## config.mk

```make
export PLATFORM = sky130hd
export DESIGN_NAME = frc_top
export DESIGN_NICKNAME = d
export VERILOG_FILES = /design/src/verilog/frc_pkg.sv /design/src/verilog/frc_top.sv
export VERILOG_INCLUDE_DIRS = /design/src /design/src/verilog
export SDC_FILE = /design/constraint.sdc
export NUM_CORES = 1
export LEC_CHECK = 0
export BUFFER_PORTS_ARGS = -buffer_cell sky130_fd_sc_hd__buf_2
export CAP_MARGIN = 20
export CORE_ASPECT_RATIO = 0.6
export CORE_UTILIZATION = 51
export DETAILED_ROUTE_END_ITERATION = 6
export PLACE_DENSITY = 0.69
export SLEW_MARGIN = 10
export SYNTH_ARGS = -nofsm -noshare
export SYNTH_HDL_FRONTEND = slang
export SYNTH_SLANG_ARGS = --single-unit
```

## constraint.sdc

```tcl
create_clock -name clk -period 2.7 [get_ports clk]
set_input_delay 0.54 -clock clk [delete_from_list [all_inputs] [get_ports clk]]
set_output_delay 0.54 -clock clk [all_outputs]
set_load 0.1 [all_outputs]
```

## src/verilog/frc_map.svh

```systemverilog
// Register map, field positions, reset values and timing of the fault block.
// Assumes a 250 MHz core clock; included by its bare name.
`ifndef FRC_MAP_SVH
`define FRC_MAP_SVH
`define FRC_ADDR_PID     6'h00
`define FRC_ADDR_RAW1    6'h01
`define FRC_ADDR_AVG1    6'h05
`define FRC_ADDR_FLAGS   6'h12
`define FRC_ADDR_MASK    6'h13
`define FRC_ADDR_CTRL    6'h14
`define FRC_HDR_READ     1'b1
`define FRC_FLG_LINK     8
`define FRC_FLG_FRAME    9
`define FRC_FLG_STREAM   10
`define FRC_FLG_CONV     11
`define FRC_CTL_REBOOT   0
`define FRC_CTL_SOFT     1
`define FRC_CTL_PORCLR   2
`define FRC_CTL_PWROFF   3
`define FRC_CTL_FLUSH    4
`define FRC_CTL_SHARED   8
`define FRC_CTL_CHKEN    9
`define FRC_PID_POR      15
`define FRC_PID_CODE     15'h0a5c  // Arbitrary identity value
`define FRC_RST_WORD     16'h0000
`define FRC_LEN_SINGLE   7'h18
`define FRC_LEN_SINGLEC  7'h20
`define FRC_LEN_BURST    7'h58
`define FRC_LEN_BURSTC   7'h60
`define FRC_LEN_HDR      7'h07
`define FRC_CLK_MHZ      250
`define FRC_FRAME_US     50
`define FRC_STREAM_MS    100
`define FRC_REBOOT_US    1
`define FRC_CONV_FRAMES  3'h4
`define FRC_LINK_FAILS   3'h6
`define FRC_CHK_LO       12'h010
`define FRC_CHK_HI       12'hff0
`endif

```

## src/verilog/frc_pkg.sv

```systemverilog
// Types shared by the fault block.
// Assumes frc_map.svh holds the numbers.
package frc_pkg;
  typedef logic [15:0] frc_word_t;
  typedef logic [5:0]  frc_addr_t;
  typedef enum logic [1:0] {FRC_SPI_IDLE, FRC_SPI_HDR, FRC_SPI_DATA} frc_spi_t;
endpackage

```

## src/verilog/frc_top.sv

```systemverilog
// Fault latch, alert line, control register and SPI slave of the logic side.
// Assumes SPI pins come from outside; frame strobe, results, check samples
// and link words arrive from logic on clk.
//
// Behaviour
// RULE1: burst 0x01 gives raw, 0x05 averaged
// RULE2: other read addresses ignore burst flag
// RULE3: alert pulls low on enabled flagged fault
// RULE4: masked fault still latches its flag
// RULE5: flag read clears; persisting faults reset
// RULE6: four bad check frames set bit 11
// RULE7: check samples interleave, sampling timing untouched
// RULE8: bad bit count sets bit 9, nothing decoded
// RULE9: stream loss masked 100ms, then bit 10
// RULE10: bad link words dropped; six set bit 8
// RULE11: stream loss recovers only by hard reset; here a good link word or a soft reset also ends it
// RULE12: control writes act at once unless deferred
// RULE13: hard reset reboots power, restores all defaults
// RULE14: soft reset at frame end, power kept
// RULE15: flag clear drops power-up flag; hard resets
// RULE16: power off stops field, core keeps running
// RULE17: filter flush at next frame, bit clears
// RULE18: shared limits use channel one thresholds
// RULE19: check enable selects 24/32 bits, default off; here 24 and 32 bits are both accepted in either setting
// RULE20: host appends check byte once enabled
// RULE21: flag set during read survives clear
// RULE22: burst is 11 bytes, 12 with check
// RULE23: frame strobe times deferred actions
`timescale 1ns/10ps
`include "frc_map.svh"
module frc_top #(
  parameter int unsigned STREAM_MASK_CYC = `FRC_STREAM_MS * 1000 * `FRC_CLK_MHZ,
  parameter int unsigned STREAM_WAIT_CYC = `FRC_FRAME_US * `FRC_CLK_MHZ
) (
  input  wire logic             clk,              // Core clock
  input  wire logic             rst_n,            // Power-on reset
  input  wire logic             sclk,             // SPI clock pin
  input  wire logic             cs_n,             // SPI select pin
  input  wire logic             sdi,              // SPI data in pin
  output logic                  sdo,              // SPI data out
  output logic                  sdo_oe,           // SPI data out enable
  output logic                  alert_o,          // Alert pin level
  output logic                  alert_oe,         // Alert pulls low
  input  wire logic             frame_tick,       // Frame boundary pulse
  input  wire logic [3:0][15:0] raw_result,       // Unfiltered results
  input  wire logic [3:0][15:0] avg_result,       // Averaged results
  input  wire logic             conv_check_valid, // Self-check sample strobe
  input  wire logic [11:0]      conv_check_code,  // Self-check sample
  input  wire logic             link_word_valid,  // Link word strobe
  input  wire logic             link_word_crc_ok, // Link word check good
  output logic                  link_word_keep,   // Link word accepted
  output logic                  core_reset,       // Core reset pulse
  output logic                  field_power_en,   // Field supply on
  output logic [3:0]            filter_flush_ch,  // Filter clear pulses
  output logic                  shared_limits,    // Channel one limits for all
  output logic                  spi_check_enable  // SPI check byte on
);
  import frc_pkg::*;

  localparam int unsigned REBOOT_CYC = `FRC_REBOOT_US * `FRC_CLK_MHZ;

  function automatic logic len_ok(input logic [6:0] n);
    len_ok = (n == `FRC_LEN_SINGLE) || (n == `FRC_LEN_SINGLEC) ||
             (n == `FRC_LEN_BURST) || (n == `FRC_LEN_BURSTC);
  endfunction

  ////////////////////////////////////////////////////////////////////////////
  // Pin synchronisers
  logic [2:0] sclk_q;
  logic [2:0] cs_q;
  logic [1:0] sdi_q;
  always_ff @(posedge clk or negedge rst_n)
  begin
    if (!rst_n)
    begin
      sclk_q <= 3'h0;
      cs_q   <= 3'h7;
      sdi_q  <= 2'h0;
    end
    else
    begin
      sclk_q <= {sclk_q[1:0], sclk};
      cs_q   <= {cs_q[1:0], cs_n};
      sdi_q  <= {sdi_q[0], sdi};
    end
  end
  wire sclk_rise = sclk_q[1] & ~sclk_q[2];
  wire sclk_fall = ~sclk_q[1] & sclk_q[2];
  wire cs_start  = ~cs_q[1] & cs_q[2];
  wire cs_end    = cs_q[1] & ~cs_q[2];

  ////////////////////////////////////////////////////////////////////////////
  // SPI framing
  frc_spi_t    spi_st;
  logic [6:0]  bit_cnt;
  logic [31:0] rx;
  logic [79:0] tx;
  logic [79:0] next_tx;
  frc_word_t   snap;
  logic        snap_on;
  frc_word_t   flags;
  frc_word_t   mask;
  logic        por;
  logic        soft_pend;
  logic        pwr_off;
  logic [3:0]  flush;
  logic        wipe;
  logic        hard_q;

  wire [7:0] hdr_now = {sdi_q[1], rx[6:0]};
  wire       load_tx = sclk_rise && spi_st == FRC_SPI_HDR && bit_cnt == `FRC_LEN_HDR;
  wire       rd_now  = hdr_now[6] == `FRC_HDR_READ;
  wire       brst_raw = rd_now && hdr_now[7] && hdr_now[5:0] == `FRC_ADDR_RAW1;
  wire       brst_avg = rd_now && hdr_now[7] && hdr_now[5:0] == `FRC_ADDR_AVG1;
  wire       xact_end = cs_end && spi_st != FRC_SPI_IDLE;
  wire       xact_ok  = xact_end && len_ok(bit_cnt);                     // [RULE8]
  wire       frame_err = xact_end && !len_ok(bit_cnt);                   // [RULE8]
  wire       write_go = xact_ok && rx[6] != `FRC_HDR_READ && bit_cnt >= `FRC_LEN_SINGLE;
  wire       read_clr = xact_ok && snap_on;
  wire [5:0] waddr    = rx[5:0];
  wire [15:0] wdata   = rx[23:8];

  function automatic frc_word_t reg_read(input frc_addr_t a, input frc_word_t f,
                                         input frc_word_t m, input frc_word_t c, input logic p);
    unique case (a)
      `FRC_ADDR_PID:   reg_read = {p, `FRC_PID_CODE};  // Identity code is arbitrary
      `FRC_ADDR_FLAGS: reg_read = f;
      `FRC_ADDR_MASK:  reg_read = m;
      `FRC_ADDR_CTRL:  reg_read = c;
      default:         reg_read = `FRC_RST_WORD;
    endcase
  endfunction

  wire [15:0] ctrl_rd = {6'h00, spi_check_enable, shared_limits, flush, pwr_off, 1'b0, soft_pend, 1'b0};

  always_comb
  begin
    if (brst_raw)
      next_tx = {flags, raw_result};                                     // [RULE1] [RULE22]
    else if (brst_avg)
      next_tx = {flags, avg_result};                                     // [RULE1] [RULE22]
    else if (rd_now)
      next_tx = {64'h0, reg_read(hdr_now[5:0], flags, mask, ctrl_rd, por)}; // [RULE2]
    else
      next_tx = 80'h0;
  end

  always_ff @(posedge clk or negedge rst_n)
  begin
    if (!rst_n)
    begin
      spi_st  <= FRC_SPI_IDLE;
      bit_cnt <= 7'h00;
      rx      <= 32'h0;
    end
    else if (cs_start)
    begin
      spi_st  <= FRC_SPI_HDR;
      bit_cnt <= 7'h00;
    end
    else if (cs_end)
      spi_st <= FRC_SPI_IDLE;
    else if (sclk_rise)
    begin
      unique case (spi_st)
        FRC_SPI_IDLE: ;
        FRC_SPI_HDR, FRC_SPI_DATA:
        begin
          if (bit_cnt != 7'h7f)
            bit_cnt <= bit_cnt + 7'h01;
          if (bit_cnt < 7'h20)
            rx[bit_cnt[4:0]] <= sdi_q[1];
          if (load_tx)
            spi_st <= FRC_SPI_DATA;
        end
      endcase
    end
  end

  // Data goes out LSB first, changed on falling SCLK
  always_ff @(posedge clk or negedge rst_n)
  begin
    if (!rst_n)
    begin
      tx      <= 80'h0;
      sdo     <= 1'b0;
      sdo_oe  <= 1'b0;
      snap    <= 16'h0;
      snap_on <= 1'b0;
    end
    else
    begin
      sdo_oe <= ~cs_q[1];
      if (cs_start)
      begin
        snap_on <= 1'b0;
        sdo     <= 1'b0;
      end
      if (load_tx)
      begin
        tx      <= next_tx;
        // Only flags seen now are cleared later
        snap    <= flags;                                                // [RULE21]
        snap_on <= brst_raw || brst_avg || (rd_now && hdr_now[5:0] == `FRC_ADDR_FLAGS);
      end
      else if (sclk_fall && spi_st == FRC_SPI_DATA)
      begin
        sdo <= tx[0];
        tx  <= {1'b0, tx[79:1]};
      end
    end
  end

  ////////////////////////////////////////////////////////////////////////////
  // Control register and resets
  wire hard_go = write_go && waddr == `FRC_ADDR_CTRL && wdata[`FRC_CTL_REBOOT];
  wire ctl_wr  = write_go && waddr == `FRC_ADDR_CTRL;

  always_ff @(posedge clk or negedge rst_n)
  begin
    if (!rst_n)
    begin
      wipe   <= 1'b0;
      hard_q <= 1'b0;
    end
    else
    begin
      wipe   <= hard_go || (soft_pend && frame_tick);                    // [RULE13] [RULE14] [RULE23]
      hard_q <= hard_go;
    end
  end
  assign core_reset = wipe;

  always_ff @(posedge clk or negedge rst_n)
  begin
    if (!rst_n)
    begin
      mask             <= `FRC_RST_WORD;
      soft_pend        <= 1'b0;
      pwr_off          <= 1'b0;
      flush            <= 4'h0;
      shared_limits    <= 1'b0;
      spi_check_enable <= 1'b0;
    end
    else if (wipe)
    begin
      mask             <= `FRC_RST_WORD;                                 // [RULE13] [RULE14]
      soft_pend        <= 1'b0;
      pwr_off          <= 1'b0;
      flush            <= 4'h0;
      shared_limits    <= 1'b0;
      spi_check_enable <= 1'b0;                                          // [RULE19]
    end
    else
    begin
      if (frame_tick)
        flush <= 4'h0;                                                   // [RULE17]
      if (write_go && waddr == `FRC_ADDR_MASK)
        mask <= wdata;
      if (ctl_wr && !wdata[`FRC_CTL_REBOOT])
      begin
        soft_pend        <= wdata[`FRC_CTL_SOFT];                        // [RULE12]
        pwr_off          <= wdata[`FRC_CTL_PWROFF];                      // [RULE16]
        flush            <= wdata[`FRC_CTL_FLUSH +: 4];
        shared_limits    <= wdata[`FRC_CTL_SHARED];                      // [RULE18]
        spi_check_enable <= wdata[`FRC_CTL_CHKEN];                       // [RULE19] [RULE20]
      end
    end
  end

  // Soft reset leaves the power-up flag alone
  always_ff @(posedge clk or negedge rst_n)
  begin
    if (!rst_n)
      por <= 1'b1;
    else if (hard_q)
      por <= 1'b1;                                                       // [RULE15]
    else if (ctl_wr && wdata[`FRC_CTL_PORCLR])
      por <= 1'b0;                                                       // [RULE15]
  end

  always_ff @(posedge clk or negedge rst_n)
  begin
    if (!rst_n)
      filter_flush_ch <= 4'h0;
    else
      filter_flush_ch <= frame_tick ? flush : 4'h0;                      // [RULE17] [RULE23]
  end

  // Field supply drops for a short reboot window after a hard reset
  logic [15:0] reboot_cnt;
  always_ff @(posedge clk or negedge rst_n)
  begin
    if (!rst_n)
    begin
      reboot_cnt     <= 16'h0;
      field_power_en <= 1'b0;
    end
    else
    begin
      if (hard_go)
        reboot_cnt <= REBOOT_CYC[15:0];                                  // [RULE13]
      else if (reboot_cnt != 16'h0)
        reboot_cnt <= reboot_cnt - 16'h1;
      field_power_en <= !pwr_off && reboot_cnt == 16'h0 && !hard_go;     // [RULE16]
    end
  end

  ////////////////////////////////////////////////////////////////////////////
  // Fault detectors
  logic [31:0] mask_cnt;
  logic [31:0] gap_cnt;
  logic [2:0]  fail_cnt;
  logic [2:0]  bad_frames;
  logic [11:0] last_code;
  logic        seen;
  logic        seen_bad;

  wire stream_lost = mask_cnt == 32'h0 && gap_cnt >= STREAM_WAIT_CYC;    // [RULE9] [RULE11]
  wire link_bad    = fail_cnt == `FRC_LINK_FAILS;                        // [RULE10]
  wire conv_bad    = bad_frames == `FRC_CONV_FRAMES;                     // [RULE6]
  wire good_word   = link_word_valid && link_word_crc_ok;
  wire code_bad    = conv_check_code == last_code || conv_check_code < `FRC_CHK_LO ||
                     conv_check_code > `FRC_CHK_HI;

  always_ff @(posedge clk or negedge rst_n)
  begin
    if (!rst_n)
    begin
      mask_cnt <= STREAM_MASK_CYC;
      gap_cnt  <= 32'h0;
    end
    else
    begin
      if (wipe)
        mask_cnt <= STREAM_MASK_CYC;                                     // [RULE9]
      else if (mask_cnt != 32'h0)
        mask_cnt <= mask_cnt - 32'h1;
      if (good_word || wipe)
        gap_cnt <= 32'h0;
      else if (gap_cnt != 32'hffffffff)
        gap_cnt <= gap_cnt + 32'h1;
    end
  end

  always_ff @(posedge clk or negedge rst_n)
  begin
    if (!rst_n)
    begin
      fail_cnt       <= 3'h0;
      link_word_keep <= 1'b0;
    end
    else
    begin
      link_word_keep <= good_word;                                       // [RULE10]
      if (wipe || good_word)
        fail_cnt <= 3'h0;
      else if (link_word_valid && !link_bad)
        fail_cnt <= fail_cnt + 3'h1;                                     // [RULE10]
    end
  end

  // Check samples are only observed; the sampling path is never touched
  always_ff @(posedge clk or negedge rst_n)
  begin
    if (!rst_n)
    begin
      last_code  <= 12'h000;
      seen       <= 1'b0;
      seen_bad   <= 1'b0;
      bad_frames <= 3'h0;
    end
    else if (wipe)
    begin
      seen       <= 1'b0;
      seen_bad   <= 1'b0;
      bad_frames <= 3'h0;
    end
    else
    begin
      if (conv_check_valid)
      begin
        last_code <= conv_check_code;                                    // [RULE7]
        seen      <= 1'b1;
        seen_bad  <= seen_bad || code_bad;
      end
      if (frame_tick)
      begin
        seen     <= 1'b0;
        seen_bad <= 1'b0;
        if (!seen || seen_bad)
          bad_frames <= conv_bad ? bad_frames : bad_frames + 3'h1;       // [RULE6] [RULE23]
        else
          bad_frames <= 3'h0;
      end
    end
  end

  ////////////////////////////////////////////////////////////////////////////
  // Flags and alert
  frc_word_t set_vec;
  always_comb
  begin
    set_vec                 = 16'h0;
    set_vec[`FRC_FLG_LINK]   = link_bad;
    set_vec[`FRC_FLG_FRAME]  = frame_err;
    set_vec[`FRC_FLG_STREAM] = stream_lost;
    set_vec[`FRC_FLG_CONV]   = conv_bad;
  end

  always_ff @(posedge clk or negedge rst_n)
  begin
    if (!rst_n)
      flags <= `FRC_RST_WORD;
    else if (wipe)
      flags <= `FRC_RST_WORD;
    else
      flags <= (flags & ~(read_clr ? snap : 16'h0)) | set_vec;           // [RULE4] [RULE5] [RULE21]
  end

  always_ff @(posedge clk or negedge rst_n)
  begin
    if (!rst_n)
    begin
      alert_o  <= 1'b0;
      alert_oe <= 1'b0;
    end
    else
    begin
      alert_o  <= 1'b0;
      alert_oe <= |(flags & mask);                                       // [RULE3] [RULE4]
    end
  end
endmodule // frc_top

```

==> run metrics <==
clock tree buffer depth=3; routability cong.=0.907; Final #Nets=1763; clk sinks=289; met2 usage=35.4%; P_leak=7.87 nW; Rows=47; r2r startpoint=bit_cnt[5]; Yosys warning total=0; global routing's busiest layer=met1; Pins Over Slew Limit=0; vias per std cell=5.96; router iterations before antenna repair=7; post-layout minimum cycle time=2.57 ns; hold_ws=0.0949 ns; actual slew at the worst max-slew pin=0.966 ns; status=complete, but fails checks; worst min path class=input pin to flop; commonest cells in the netlist=dfrtp_1 (273), nand2_1 (147), o21ai_0 (116); Routed Antenna Nets=0; IO buf count=160; Post-Syn Nets=1607; Async SR Flop Fraction=100%; post-synthesis sequential area ratio=49.7%; final period utilization=95.2%; WHS Endpoint=sclk_q[0]; RSZ-0062 raised after global routing=no; Worst setup EP type=flop; initial antenna violation count=6; Hold Buf Count CTS=1; HPWL Detailed=27000 um; drt initial violations=1251; GR Overflow Total=0; Mean Syn Cell Area=10.1 um2; Crit path largest cell delay=0.52 ns; critical path arrival=3.01 ns; Post-synth EDFFs=0; CTS tree=yes; WL final=38200 um; total CTS buffers=28; R2R depth=6; global-route wire length before repair=60300 um; Seq cells post-synth=289; Worst VDD drop=526 uV; pin count of the biggest net entering global routing=75; P&R area growth vs syn=17.1%; PostCTS Resize Cnt=0; routing usage on met3=6.39%; worst-path maximum fanout=12; via count=11900; share of cells above drive strength 1=21.1%; fmax=389 MHz; die area=29300 um2; die height=133 um; Clock Skew=0.0106 ns; Synth area leader=dfrtp_1; top cell type's share of synthesized area=46.8%; CP startpoint kind=flop; Worst EP required=3.14 ns; Unique masters post-synth=68; hold path depth=1; failing checks=design-rule violations; Setup TNS Final=0 ns; DIE WIDTH=220 um; Fin. Hold Viols=0; GRT Overall Usage=26.2%; Starting Density=52.5%; crit-path cells=or3b_2, a2111oi_4, buf_4, and2_1, nand2_1, and3_1; final number of setup-violating endpoints=0; Root Buffer=clkbuf_16; most frequent cell after synthesis=dfrtp_1; relative slew slack=35.6%; CP max-delay cell=or3b_2; placed inst area=16000 um2; clock latency on the worst-skew pair=0.56 ns; critical path class=flop to flop; H-tree Lvls=1; main area contributors after synthesis=dfrtp_1 (47%), mux2i_1 (7.4%), o21ai_0 (4.0%); postcts setup bufs=0; cells after synthesis=1440; min-delay src=sclk; Syn Std Cell Area=14600 um2; routed wire length per instance=19.2 um; R2R setup slack=0.13 ns; Core Footprint=27800 um2; reg2reg end=flags[5]; # IOs=162; number of global-route vias before repair=11100; max-cap viol count=0; PD cells=605 nW/um2; clock-pin slew on the worst setup and hold paths=0.07 ns; Residual DRC=23; met1 usage=41.8%; top_reg_cell synth=dfrtp_1; final std cell area, no fill=17100 um2
[critical path, delay by kind of cell, from the launching register on]
kind | cells | cell delay (ns)
buf+inv | 1 | 0.21
flops | 1 | 0.44
compound gates | 1 | 0.44
simple gates | 4 | 1.36
[layer usage]
layer / routed length (um) / share of wire [%]
met1: 18700 / 49
met2: 15600 / 41
met3: 3210 / 8.4
met4: 607 / 1.6
met5: 9 / 0.024
[power breakdown]
| part | switching (mW) | internal [mW] | leakage, nW | total, mW |
|---|---|---|---|---|
| Clock | 1.68 | 2.79 | 0.525 | 4.47 |
| Combinational | 0.709 | 0.532 | 3.78 | 1.24 |
| Sequential | 0.159 | 4.47 | 3.57 | 4.63 |
| Total | 2.55 | 7.80 | 7.87 | 10.3 |
[registers in the layout, summed over array words and instances (netlist names), 7 cells and up]
register,count
snap,16
rx,23
flags,16
mask_cnt,32
reboot_cnt,16
mask,16
gap_cnt,32
last_code,12
tx,80
bit_cnt,7
[cell usage in the layout, fill, tap and decap left out, types with 11 or more instances in the layout]
master / netlist / routed
and3_1: 17 / 17
dfstp_2: 16 / 16
nand3_1: 56 / 56
or4_1: 22 / 22
o21ai_0: 116 / 116
buf_2: 3 / 159
nor3_1: 24 / 24
ha_1: 18 / 18
buf_4: 4 / 37
nor2_1: 93 / 91
inv_1: 22 / 22
and2_1: 11 / 11
nand4_1: 18 / 18
nor2b_1: 13 / 13
nand2_1: 147 / 147
dfrtp_1: 273 / 271
nor4_1: 26 / 26
mux2i_1: 108 / 108
or3_1: 32 / 32
a21oi_1: 47 / 47
o31ai_1: 12 / 12
mux2_2: 42 / 42
a22oi_1: 68 / 68
clkbuf_16: 0 / 29
xor2_1: 33 / 33
o211ai_1: 23 / 23
[per-stage QoR]
step           util, %  cells  setup WS [ns]  total power [mW]
6_report          61.4   1990          0.129              10.3
2_1_floorplan        -   1440          0.353              5.42
4_1_cts           61.4   1985          0.187              10.4
3_3_place_gp      57.5   1932          0.242              5.89
5_1_grt           61.4   1990         0.0551              10.7
3_5_place_dp      57.5   1932          0.193              5.93
[cell type report]
class | instances | area (um2)
fill | 2355 | 10700
clock inverter | 12 | 239
timing repair buffer | 207 | 1280
clock buffer | 40 | 827
inverter | 23 | 86.3
sequential | 289 | 7260
antenna | 5 | 12.5
multi-input combinational | 1047 | 6930
tap | 367 | 459
[how the worst max path moves through the flow]
| stage | start | end | slack, ns |
|---|---|---|---|
| floorplan | mask_cnt[25] | mask_cnt[17] | 0.35 |
| global placement | mask_cnt[25] | mask_cnt[6] | 0.24 |
| detailed placement | mask_cnt[25] | mask_cnt[6] | 0.19 |
| CTS | bit_cnt[5] | flags[5] | 0.19 |
| global route | bit_cnt[5] | flags[13] | 0.06 |
| finish | bit_cnt[5] | flags[5] | 0.13 |
[cells by family after synthesis]
logic type / count (synthesis) / share of synthesized area [%]
xor gates and xnor gates: 42 / 2.52
AOI/OAI and AO/OA: 324 / 14.2
and+or+nand+nor: 510 / 18.2
adders and majority gates: 18 / 1.54
other: 1 / 0.0257
buffers and inverters: 104 / 3.01
DFF: 289 / 49.7
muxes: 152 / 10.8
Note: power is estimated with default switching activity, not from simulation.
